<file path="config.mk">
export PLATFORM = sky130hd
export DESIGN_NAME = urm_regs
export DESIGN_NICKNAME = d
export VERILOG_FILES = /design/src/rtl/urm_pkg.sv /design/src/rtl/urm_sync2.sv /design/src/rtl/urm_sticky.sv /design/src/rtl/urm_regs.sv
export SDC_FILE = /design/constraint.sdc
export NUM_CORES = 1
export LEC_CHECK = 0
export ABC_AREA = 1
export BUFFER_PORTS_ARGS = -buffer_cell sky130_fd_sc_hd__buf_2
export CAP_MARGIN = 15
export CORE_MARGIN = 1
export CORE_UTILIZATION = 55
export CTS_CLUSTER_DIAMETER = 60
export DETAILED_ROUTE_END_ITERATION = 6
export PLACE_DENSITY = 0.83
export RECOVER_POWER = 100
export SETUP_SLACK_MARGIN = 0.1
export SYNTH_ARGS = -nofsm -noshare
export SYNTH_HDL_FRONTEND = slang
export SYNTH_SLANG_ARGS = --single-unit
</file>
<file path="constraint.sdc">
create_clock -name clock -period 2.45 [get_ports clock]
set_clock_uncertainty 0.1 [all_clocks]
set_input_delay 0.1225 -clock clock [delete_from_list [all_inputs] [get_ports clock]]
set_output_delay 0.1225 -clock clock [all_outputs]
set_load 0.005 [all_outputs]
</file>
<file path="src/rtl/urm_pkg.sv">
// Operation
// - normal bank 0x00 reads receive byte, writes transmit byte.
// - divisor bank: 0x00/0x01 are divisor low/high.
// - 0x02 fraction needs divisor bank and enhanced enable.
// - normal read of 0x02 gives fifo enables and irq source.
// - normal write of 0x02 loads fifo_control.
// - key 0xBF: 0x02 enhanced_function, 0x04-0x07 flow chars.
// - enhanced bits are zero unless enhanced enable set.
// - irq_enable at 0x01 holds eight enables.
// - line_control at 0x03 read/write in every bank.
// - modem_control at 0x04 drives modem outputs and selects.
// - line_status at 0x05 read-only, hidden under key.
// - modem_status at 0x06: change flags and input states.
// - flow_threshold at 0x06: halt low, resume high nibble.
// - fifo_trigger_levels at 0x07: transmit low, receive high.
// - scratch_byte at 0x07 returns any written value.
// - 0x08/0x09 fill counts in bits 6:0, bit 7 zero.
// - pin registers 0x0A, 0x0C, 0x0E, 0x0F; 0x0D reads zero.
// - pin_state at 0x0B only while line_control bit 7 clear.
package urm_pkg;
   localparam int ADDR_W = 5;
   localparam int DATA_W = 8;
   localparam int FILL_W = 7;
   localparam int MODEM_W = 4;
   localparam int EV_W = 3;
   // ----------------------------------------------------------------
   // register offsets
   // ----------------------------------------------------------------
   localparam logic [ADDR_W-1:0] OFF_HOLDING = 5'h00;
   localparam logic [ADDR_W-1:0] OFF_IRQ_ENABLE = 5'h01;
   localparam logic [ADDR_W-1:0] OFF_IRQ_STATUS = 5'h02;
   localparam logic [ADDR_W-1:0] OFF_LINE_CONTROL = 5'h03;
   localparam logic [ADDR_W-1:0] OFF_MODEM_CONTROL = 5'h04;
   localparam logic [ADDR_W-1:0] OFF_LINE_STATUS = 5'h05;
   localparam logic [ADDR_W-1:0] OFF_MODEM_STATUS = 5'h06;
   localparam logic [ADDR_W-1:0] OFF_SCRATCH = 5'h07;
   localparam logic [ADDR_W-1:0] OFF_TX_FILL = 5'h08;
   localparam logic [ADDR_W-1:0] OFF_RX_FILL = 5'h09;
   localparam logic [ADDR_W-1:0] OFF_PIN_DIRECTION = 5'h0A;
   localparam logic [ADDR_W-1:0] OFF_PIN_STATE = 5'h0B;
   localparam logic [ADDR_W-1:0] OFF_PIN_IRQ_ENABLE = 5'h0C;
   localparam logic [ADDR_W-1:0] OFF_PIN_IO_CONTROL = 5'h0E;
   localparam logic [ADDR_W-1:0] OFF_EXTRA_FEATURE = 5'h0F;
   localparam logic [ADDR_W-1:0] OFF_EVENT_STATUS = 5'h10;
   localparam logic [ADDR_W-1:0] OFF_EVENT_MASK = 5'h11;
   // ----------------------------------------------------------------
   // field positions, keys, masks, reset value
   // ----------------------------------------------------------------
   localparam logic [DATA_W-1:0] ENH_BANK_KEY = 8'hBF;
   localparam int LCR_DIV_BIT = 7;
   localparam int EFR_ENH_BIT = 4;
   localparam int MCR_DTR_BIT = 0;
   localparam int MCR_RTS_BIT = 1;
   localparam int MCR_OP1_BIT = 2;
   localparam int MCR_OP2_BIT = 3;
   localparam int MCR_LOOP_BIT = 4;
   localparam int FCR_EN_BIT = 0;
   localparam int FCR_RXRST_BIT = 1;
   localparam int FCR_TXRST_BIT = 2;
   localparam logic [DATA_W-1:0] IER_ENH_MASK = 8'hF0;
   localparam logic [DATA_W-1:0] FCR_ENH_MASK = 8'h30;
   localparam logic [DATA_W-1:0] FCR_KEEP_MASK = 8'hF1;
   localparam logic [DATA_W-1:0] MCR_ENH_MASK = 8'hE0;
   localparam logic [5:0] ISR_ENH_MASK = 6'h30;
   localparam logic [DATA_W-1:0] RESET_BYTE = 8'h00;
   localparam int EV_MODEM = 0;
   localparam int EV_PIN = 1;
   localparam int EV_CORE = 2;
endpackage

</file>
<file path="src/rtl/urm_sync2.sv">
`timescale 1ns/1ns
// two-flop synchroniser; only stage two may be read by logic
module urm_sync2 #(
   parameter int W = 1
) (
   input wire logic clock,
   input wire logic sys_rst,
   input wire logic [W-1:0] async_in,
   output logic [W-1:0] sync_out
);
   typedef struct packed {
      logic [W-1:0] stage1;
      logic [W-1:0] stage2;
   } urm_sync_s;
   urm_sync_s st_r;
   urm_sync_s st_nxt;

   // shift the pin level through both stages
   always_comb
   begin
      st_nxt.stage1 = async_in;
      st_nxt.stage2 = st_r.stage1;
   end

   always_ff @(posedge clock)
   begin
      if (sys_rst)
         st_r <= '0;
      else
         st_r <= st_nxt;
   end

   assign sync_out = st_r.stage2;
endmodule

</file>
<file path="src/rtl/urm_sticky.sv">
`timescale 1ns/1ns
// sticky flags; set beats clear
module urm_sticky #(
   parameter int W = 1
) (
   input wire logic clock,
   input wire logic sys_rst,
   input wire logic [W-1:0] set_in,
   input wire logic [W-1:0] clr_in,
   output logic [W-1:0] flags
);
   typedef struct packed {
      logic [W-1:0] flag;
   } urm_sticky_s;
   urm_sticky_s st_r;
   urm_sticky_s st_nxt;

   // clear, then set, so no event is lost
   always_comb
   begin
      st_nxt.flag = (st_r.flag & ~clr_in) | set_in;
   end

   always_ff @(posedge clock)
   begin
      if (sys_rst)
         st_r <= '0;
      else
         st_r <= st_nxt;
   end

   assign flags = st_r.flag;
endmodule

</file>
<file path="src/rtl/urm_regs.sv">
`timescale 1ns/1ns
// uart register file with banked decode and event interrupt
module urm_regs (
   input wire logic clock,
   input wire logic sys_rst,
   input wire logic [urm_pkg::ADDR_W-1:0] reg_addr,
   input wire logic [urm_pkg::DATA_W-1:0] reg_wdata,
   input wire logic reg_wr,
   input wire logic reg_rd,
   output logic [urm_pkg::DATA_W-1:0] reg_rdata,
   input wire logic [urm_pkg::DATA_W-1:0] rx_holding_in,
   input wire logic [urm_pkg::DATA_W-1:0] line_status_in,
   input wire logic [5:0] irq_source_in,
   input wire logic [urm_pkg::FILL_W-1:0] tx_fill_in,
   input wire logic [urm_pkg::FILL_W-1:0] rx_fill_in,
   input wire logic clear_to_send_in,
   input wire logic set_ready_in,
   input wire logic ring_in,
   input wire logic carrier_in,
   input wire logic [urm_pkg::DATA_W-1:0] pin_in,
   output logic [urm_pkg::DATA_W-1:0] tx_data,
   output logic tx_load,
   output logic rx_pop,
   output logic rx_fifo_reset,
   output logic tx_fifo_reset,
   output logic fifo_enable,
   output logic [urm_pkg::DATA_W-1:0] line_control_out,
   output logic [15:0] baud_divisor,
   output logic [urm_pkg::DATA_W-1:0] baud_fraction,
   output logic terminal_ready_out,
   output logic request_send_out,
   output logic loopback_out,
   output logic [urm_pkg::DATA_W-1:0] pin_out,
   output logic [urm_pkg::DATA_W-1:0] pin_oe,
   output logic irq
);
   // ----------------------------------------------------------------
   // state
   // ----------------------------------------------------------------
   typedef struct packed {
      logic [7:0] line_control;
      logic [7:0] div_low;
      logic [7:0] div_high;
      logic [7:0] div_fraction;
      logic [7:0] irq_enable;
      logic [7:0] fifo_control;
      logic [7:0] enhanced_function;
      logic [7:0] modem_control;
      logic [7:0] resume_char_1;
      logic [7:0] resume_char_2;
      logic [7:0] stop_char_1;
      logic [7:0] stop_char_2;
      logic [7:0] scratch_byte;
      logic [7:0] flow_threshold;
      logic [7:0] trigger_levels;
      logic [7:0] pin_direction;
      logic [7:0] pin_state;
      logic [7:0] pin_irq_enable;
      logic [7:0] pin_io_control;
      logic [7:0] extra_feature;
      logic [urm_pkg::EV_W-1:0] event_mask;
      logic [3:0] modem_prev;
      logic [7:0] pin_prev;
      logic [7:0] rdata;
      logic [7:0] tx_data;
      logic tx_load;
      logic rx_pop;
      logic rx_reset;
      logic tx_reset;
      logic irq;
   } urm_regs_s;
   urm_regs_s st_r;
   urm_regs_s st_nxt;

   logic [11:0] pins_sync;
   logic [3:0] modem_sync;
   logic [7:0] pin_sync;
   logic [3:0] modem_now;
   logic [3:0] delta_set;
   logic [3:0] delta_clr;
   logic [3:0] delta_flags;
   logic [urm_pkg::EV_W-1:0] ev_set;
   logic [urm_pkg::EV_W-1:0] ev_clr;
   logic [urm_pkg::EV_W-1:0] ev_flags;
   logic bank_enh;
   logic bank_div;
   logic bank_norm;
   logic enh_on;
   logic trig_sel;
   logic [7:0] rd_val;
   logic [7:0] ier_wmask;
   logic [7:0] fcr_wmask;
   logic [7:0] mcr_wmask;
   logic [7:0] pin_read;
   logic [7:0] pin_changed;

   // ----------------------------------------------------------------
   // pin synchronisers and sticky flags
   // ----------------------------------------------------------------
   // pins are asynchronous to clock
   urm_sync2 #(
      .W(12)
   ) u_sync (
      .clock(clock),
      .sys_rst(sys_rst),
      .async_in({pin_in, carrier_in, ring_in, set_ready_in, clear_to_send_in}),
      .sync_out(pins_sync)
   );
   assign modem_sync = pins_sync[3:0];
   assign pin_sync = pins_sync[11:4];

   // modem change flags, cleared by reading modem status
   urm_sticky #(
      .W(4)
   ) u_delta (
      .clock(clock),
      .sys_rst(sys_rst),
      .set_in(delta_set),
      .clr_in(delta_clr),
      .flags(delta_flags)
   );

   // interrupt event flags, cleared by writing one
   urm_sticky #(
      .W(urm_pkg::EV_W)
   ) u_events (
      .clock(clock),
      .sys_rst(sys_rst),
      .set_in(ev_set),
      .clr_in(ev_clr),
      .flags(ev_flags)
   );

   // ----------------------------------------------------------------
   // bank decode from the current line_control value
   // ----------------------------------------------------------------
   always_comb
   begin
      bank_enh = (st_r.line_control == urm_pkg::ENH_BANK_KEY);
      bank_div = st_r.line_control[urm_pkg::LCR_DIV_BIT] && !bank_enh;
      bank_norm = !st_r.line_control[urm_pkg::LCR_DIV_BIT];
      enh_on = st_r.enhanced_function[urm_pkg::EFR_ENH_BIT];
      trig_sel = st_r.modem_control[urm_pkg::MCR_OP1_BIT];
      // enhanced bits lost while disabled
      ier_wmask = enh_on ? 8'hFF : ~urm_pkg::IER_ENH_MASK;
      fcr_wmask = urm_pkg::FCR_KEEP_MASK & (enh_on ? 8'hFF : ~urm_pkg::FCR_ENH_MASK);
      mcr_wmask = enh_on ? 8'hFF : ~urm_pkg::MCR_ENH_MASK;
   end

   // ----------------------------------------------------------------
   // modem inputs, loopback and pin change detect
   // ----------------------------------------------------------------
   // loopback ignores the modem pins
   always_comb
   begin
      if (st_r.modem_control[urm_pkg::MCR_LOOP_BIT])
      begin
         modem_now = {st_r.modem_control[urm_pkg::MCR_OP2_BIT],
                      st_r.modem_control[urm_pkg::MCR_OP1_BIT],
                      st_r.modem_control[urm_pkg::MCR_DTR_BIT],
                      st_r.modem_control[urm_pkg::MCR_RTS_BIT]};
      end
      else
      begin
         modem_now = modem_sync;
      end
      delta_set = modem_now ^ st_r.modem_prev;
      pin_changed = (pin_sync ^ st_r.pin_prev) & ~st_r.pin_direction;
      ev_set = '0;
      ev_set[urm_pkg::EV_MODEM] = |delta_set;
      ev_set[urm_pkg::EV_PIN] = |(pin_changed & st_r.pin_irq_enable);
      // core event re-sets while pending
      ev_set[urm_pkg::EV_CORE] = !irq_source_in[0];
      // inputs show pin, outputs latch
      pin_read = (st_r.pin_state & st_r.pin_direction) | (pin_sync & ~st_r.pin_direction);
   end

   // ----------------------------------------------------------------
   // register access: read mux and write effects
   // ----------------------------------------------------------------
   always_comb
   begin
      st_nxt = st_r;
      st_nxt.tx_load = 1'b0;
      st_nxt.rx_pop = 1'b0;
      st_nxt.rx_reset = 1'b0;
      st_nxt.tx_reset = 1'b0;
      st_nxt.modem_prev = modem_now;
      st_nxt.pin_prev = pin_sync;
      delta_clr = '0;
      ev_clr = '0;
      rd_val = '0;
      unique case (reg_addr)
         urm_pkg::OFF_HOLDING:
         begin
            if (bank_norm)
            begin
               rd_val = rx_holding_in;
               st_nxt.rx_pop = reg_rd;
               if (reg_wr)
               begin
                  st_nxt.tx_data = reg_wdata;
                  st_nxt.tx_load = 1'b1;
               end
            end
            else if (bank_div)
            begin
               rd_val = st_r.div_low;
               if (reg_wr)
                  st_nxt.div_low = reg_wdata;
            end
         end
         urm_pkg::OFF_IRQ_ENABLE:
         begin
            if (bank_norm)
            begin
               rd_val = st_r.irq_enable & ier_wmask;
               if (reg_wr)
                  st_nxt.irq_enable = reg_wdata & ier_wmask;
            end
            else if (bank_div)
            begin
               rd_val = st_r.div_high;
               if (reg_wr)
                  st_nxt.div_high = reg_wdata;
            end
         end
         urm_pkg::OFF_IRQ_STATUS:
         begin
            if (bank_norm)
            begin
               rd_val = {{2{st_r.fifo_control[urm_pkg::FCR_EN_BIT]}},
                         irq_source_in & (enh_on ? 6'h3F : ~urm_pkg::ISR_ENH_MASK)};
               if (reg_wr)
               begin
                  st_nxt.fifo_control = reg_wdata & fcr_wmask;
                  st_nxt.rx_reset = reg_wdata[urm_pkg::FCR_RXRST_BIT];
                  st_nxt.tx_reset = reg_wdata[urm_pkg::FCR_TXRST_BIT];
               end
            end
            else if (bank_enh)
            begin
               rd_val = st_r.enhanced_function;
               if (reg_wr)
                  st_nxt.enhanced_function = reg_wdata;
            end
            else if (enh_on)
            begin
               rd_val = st_r.div_fraction;
               if (reg_wr)
                  st_nxt.div_fraction = reg_wdata;
            end
         end
         urm_pkg::OFF_LINE_CONTROL:
         begin
            rd_val = st_r.line_control;
            if (reg_wr)
               st_nxt.line_control = reg_wdata;
         end
         urm_pkg::OFF_MODEM_CONTROL:
         begin
            if (bank_enh)
            begin
               rd_val = st_r.resume_char_1;
               if (reg_wr)
                  st_nxt.resume_char_1 = reg_wdata;
            end
            else
            begin
               rd_val = st_r.modem_control & mcr_wmask;
               if (reg_wr)
                  st_nxt.modem_control = reg_wdata & mcr_wmask;
            end
         end
         urm_pkg::OFF_LINE_STATUS:
         begin
            if (bank_enh)
            begin
               rd_val = st_r.resume_char_2;
               if (reg_wr)
                  st_nxt.resume_char_2 = reg_wdata;
            end
            else
            begin
               rd_val = line_status_in;
            end
         end
         urm_pkg::OFF_MODEM_STATUS:
         begin
            if (bank_enh)
            begin
               rd_val = st_r.stop_char_1;
               if (reg_wr)
                  st_nxt.stop_char_1 = reg_wdata;
            end
            else if (trig_sel)
            begin
               rd_val = st_r.flow_threshold;
               if (reg_wr)
                  st_nxt.flow_threshold = reg_wdata;
            end
            else
            begin
               rd_val = {modem_now, delta_flags};
               delta_clr = {4{reg_rd}};
            end
         end
         urm_pkg::OFF_SCRATCH:
         begin
            if (bank_enh)
            begin
               rd_val = st_r.stop_char_2;
               if (reg_wr)
                  st_nxt.stop_char_2 = reg_wdata;
            end
            else if (trig_sel)
            begin
               rd_val = st_r.trigger_levels;
               if (reg_wr)
                  st_nxt.trigger_levels = reg_wdata;
            end
            else
            begin
               rd_val = st_r.scratch_byte;
               if (reg_wr)
                  st_nxt.scratch_byte = reg_wdata;
            end
         end
         urm_pkg::OFF_TX_FILL:
            rd_val = {1'b0, tx_fill_in};
         urm_pkg::OFF_RX_FILL:
            rd_val = {1'b0, rx_fill_in};
         urm_pkg::OFF_PIN_DIRECTION:
         begin
            rd_val = st_r.pin_direction;
            if (reg_wr)
               st_nxt.pin_direction = reg_wdata;
         end
         urm_pkg::OFF_PIN_STATE:
         begin
            if (bank_norm)
            begin
               rd_val = pin_read;
               if (reg_wr)
                  st_nxt.pin_state = reg_wdata;
            end
         end
         urm_pkg::OFF_PIN_IRQ_ENABLE:
         begin
            rd_val = st_r.pin_irq_enable;
            if (reg_wr)
               st_nxt.pin_irq_enable = reg_wdata;
         end
         urm_pkg::OFF_PIN_IO_CONTROL:
         begin
            rd_val = st_r.pin_io_control;
            if (reg_wr)
               st_nxt.pin_io_control = reg_wdata;
         end
         urm_pkg::OFF_EXTRA_FEATURE:
         begin
            rd_val = st_r.extra_feature;
            if (reg_wr)
               st_nxt.extra_feature = reg_wdata;
         end
         urm_pkg::OFF_EVENT_STATUS:
         begin
            rd_val = {{(8 - urm_pkg::EV_W){1'b0}}, ev_flags};
            if (reg_wr)
               ev_clr = reg_wdata[urm_pkg::EV_W-1:0];
         end
         urm_pkg::OFF_EVENT_MASK:
         begin
            rd_val = {{(8 - urm_pkg::EV_W){1'b0}}, st_r.event_mask};
            if (reg_wr)
               st_nxt.event_mask = reg_wdata[urm_pkg::EV_W-1:0];
         end
         // reserved and unmapped read zero
         default:
            rd_val = '0;
      endcase
      // read data stand only in the cycle after the strobe
      st_nxt.rdata = reg_rd ? rd_val : urm_pkg::RESET_BYTE;
      // level interrupt from any unmasked sticky event
      st_nxt.irq = |(ev_flags & st_r.event_mask);
   end

   // ----------------------------------------------------------------
   // state register
   // ----------------------------------------------------------------
   // no reset values given; all start cleared
   always_ff @(posedge clock)
   begin
      if (sys_rst)
         st_r <= '0;
      else
         st_r <= st_nxt;
   end

   // ----------------------------------------------------------------
   // outputs, all straight from the state register
   // ----------------------------------------------------------------
   assign reg_rdata = st_r.rdata;
   assign tx_data = st_r.tx_data;
   assign tx_load = st_r.tx_load;
   assign rx_pop = st_r.rx_pop;
   assign rx_fifo_reset = st_r.rx_reset;
   assign tx_fifo_reset = st_r.tx_reset;
   assign fifo_enable = st_r.fifo_control[urm_pkg::FCR_EN_BIT];
   assign line_control_out = st_r.line_control;
   assign baud_divisor = {st_r.div_high, st_r.div_low};
   assign baud_fraction = st_r.div_fraction;
   assign terminal_ready_out = st_r.modem_control[urm_pkg::MCR_DTR_BIT];
   assign request_send_out = st_r.modem_control[urm_pkg::MCR_RTS_BIT];
   assign loopback_out = st_r.modem_control[urm_pkg::MCR_LOOP_BIT];
   assign pin_out = st_r.pin_state;
   assign pin_oe = st_r.pin_direction;
   assign irq = st_r.irq;
endmodule

</file>
==> flow_summary_export.csv <==
group,metric,value,unit
yosys,ys_async_sr_fraction,0,%
run_status,violations,"DRC",
critical_path,cpMaxStageDelayCell,"inv_1",
global_route,grt_overflow,0,
global_route,grt_max_degree,63,
yosys,synth_enable_flop_cells,0,
critical_path,crit_required,2.79,ns
die,ios,138,
critical_path,cpPeakStageDelay,0.78,ns
placement,placed_area,10720,sq um
global_route,first_global_vias,9362,
placement,place_hpwl,21760,um
cts,clkLatencyLatePin,0.52,ns
yosys,synth_top_family_by_area,"simple AND/OR/NAND/NOR gates",
finish,syn2layout_area_growth,13.92,%
flow_run,cap_violations,0,
cts,cts_num_sinks,220,
power_and_ir_drop,power.leakage,5.188,nW
routing,drc,20,
routing,first_pass_iters,7,
placement,io_buffers,137,
sta,worstMarginPinSlew,1.369,ns
yosys,ys.flop_type,"dfxtp_1",
sta,setup_viol_count_final,0,
die,initial_utilization,56.81,%
sta,holdWs,0.01903,ns
critical_path,critPathLaunchType,"primary input",
critical_path,worstSetupEndpointType,"register",
yosys,synthCells,1503,
yosys,synth_seq_area_share,42.58,%
die,fp.coreArea,18210,sq um
cts,root_buffer,"clkbuf_16",
sta,max_slew_margin,8.729,%
finish,drive_above_1_share,12.91,%
power_and_ir_drop,vdd_ir_drop_max,0.5974,mV
finish,antenna-diode-count,0,
sta,rsz0062_at_grt,"false",
sta,max_freq,0.4405,GHz
run_status,status,"finished, violations left",
critical_path,crit_arrival,2.61,ns
cts,cts_buffers,23,
critical_path,worstRegToRegCells,11,
finish,finish.instance_area,11780,sq um
yosys,synth-simple-area-share,28.72,%
routing,wirelength,31930,um
yosys,netlist.top_cell.by_area,"dfxtp_1",
sta,tns,0,ns
yosys,synth.distinct_cells,31,
critical_path,cp_common_cell,"buf_4",
critical_path,cp.depth,6,
sta,finalCriticalPeriod,2.270,ns
finish,multi_input_area,4627,sq um
global_route,antenna_found_initial,0,
cts,cts-htree-levels,1,
cts,cts.reportedPaths.clkPinSlew,0.06,ns
finish,instances_no_fill,1833,
cts,cts.path.max_buffers,3,
routing,vias,10330,
power_and_ir_drop,p_per_area,647.7,nW/um^2
critical_path,cp_num_buf_inv,4,
global_route,grt_pass1_wl,49500,um
die,dieArea,19360,sq um
critical_path,path_max_fanout,49,
yosys,netlist.area_leader.share,42.58,%
routing,drt_iter0_drc,1293,
global_route,grt_usage,32.43,%
critical_path,path_class,"in -> reg",
cts,cts_tree,"built",
yosys,syn_area,10340,sq um
placement,gp_congestion,0.9822,
yosys,synth.area.top_cells,"dfxtp_1 43%, nand2_1 13%, a21oi_1 7.6%",
min_path,hold_depth,7,
routing,viasPerCell,5.634,
die,num_rows,49,
finish,utilization,64.72,%
routing,wl_per_cell,17.42,um
finish,final_nets,1652,
critical_path,cp_top_family,"buffers and inverters",
sta,finalHoldViolCount,0,
min_path,hp-class,"in -> reg",
finish,fill_cells,1617,
critical_path,crit_chain,"dlygate4sd3_1, buf_4, inv_1, buf_4, o21ai_0, a21oi_1",
yosys,avgSynthCellArea,6.882,sq um
sta,drv_slew,0,
yosys,synthMuxAreaShare,0,%
placement,place_inst,1755,
yosys,synth_nets,1568,
die,die-height,139.1,um
yosys,synth_commonest_cells,"355 x nand2_1, 220 x dfxtp_1, 157 x a21oi_1",
yosys,synth-seq-cells,220,
die,die_w,139.1,um
yosys,yosysMostFrequentCell,"nand2_1",
routing,drt.antenna.violating_nets,0,
yosys,synth_fa_ha_area_share,0,%
finish,seqCellArea,4404,sq um
yosys,yosys.area_share.xor_xnor,0.3387,%
yosys,synth-compound-area-share,15.80,%
sta,period_share,92.66,%
yosys,ys_warn_count,0,
==> path summary, 6_finish.rpt <==
check	startpoint	end	slack, ns
max reg2reg	line_control_out[6]	st_r[117]	0.23
min reg2reg	u_sync.st_nxt[10]	u_sync.sync_out[10]	0.30
min	rx_holding_in[7]	reg_rdata[7]	0.02
max	sys_rst	st_r[117]	0.18
==> where the power goes <==
part	internal (mW)	switching, mW	total (mW)
sequential	3.63	0.0284	3.66
combinational	0.165	0.340	0.505
clock	2.00	1.47	3.47
total	5.79	1.84	7.63
==> final cells by class <==
| class | instances | area share (%) |
|---|---|---|
| multi-input combinational | 1013 | 39.27 |
| sequential | 220 | 37.38 |
| timing repair buffer | 204 | 10.58 |
| clock buffer | 33 | 5.628 |
| inverter | 125 | 4.003 |
| tap | 229 | 2.432 |
| clock inverter | 9 | 0.7220 |
==> through the flow <==
step | power [mW] | setup slack [ns]
3_5_place_dp | 4.180 | 0.3643
6_report | 7.633 | 0.1798
2_1_floorplan | 3.989 | 0.7339
4_1_cts | 7.626 | 0.3579
3_3_place_gp | 4.174 | 0.4245
5_1_grt | 7.847 | 0.06218
==> cells by family (layout without fill, tap and decap cells) <==
| logic type | Yosys count | in the layout |
|---|---|---|
| simple gates | 695 | 695 |
| compound gates | 314 | 314 |
| buf+inv | 270 | 371 |
| flops | 220 | 220 |
| xor+xnor | 4 | 4 |
==> layer usage <==
layer	part of all wire [%]	global-route usage, %
met4	4.9	16.61
met5	0	0
met3	11	6.526
met1	40	42.14
met2	44	51.17
==> what timing repair did <==
action / CTS / global route
hold buffers: 35 / 0
setup endpoints to repair: 0 / 3
hold endpoints to repair: 83 / 0
gates resized for setup: 0 / 0
setup buffers: 0 / 1
==> worst min-delay path, cell delays in order <==
cell and delay, ns:
buf_2 0.08, nand2_1 0.08, nand3_1 0.10, nor2_1 0.04
nand2_1 0.06, nor2_1 0.03, nor2_1 0.08
==> flip-flops by register name (all words and copies together), names as in the netlist, 3 cells and up <==
signal            cells
tx_data               8
reg_rdata             8
u_sync.st_nxt        12
u_delta.flags         4
baud_divisor         16
u_events.flags        3
pin_oe                8
st_r                115
line_control_out      8
u_sync.sync_out      12
pin_out               8
baud_fraction         8
==> cells in the final DEF, fill, tap and decap left out, drive strengths merged <==
cell,instances
dlygate4sd3,35
clkinv,6
clkinvlp,3
clkbuf,65
nand3b,13
xor2,4
a21oi,157
nand4,3
o21ai,131
o22ai,2
o31ai,3
buf,137
o211ai,1
nor2,170
inv,124
nor3,8
a211oi,20
bufinv,1
nand2,364
nand3,135
dfxtp,220
or2,2
Power figures use the tool's default switching activity.
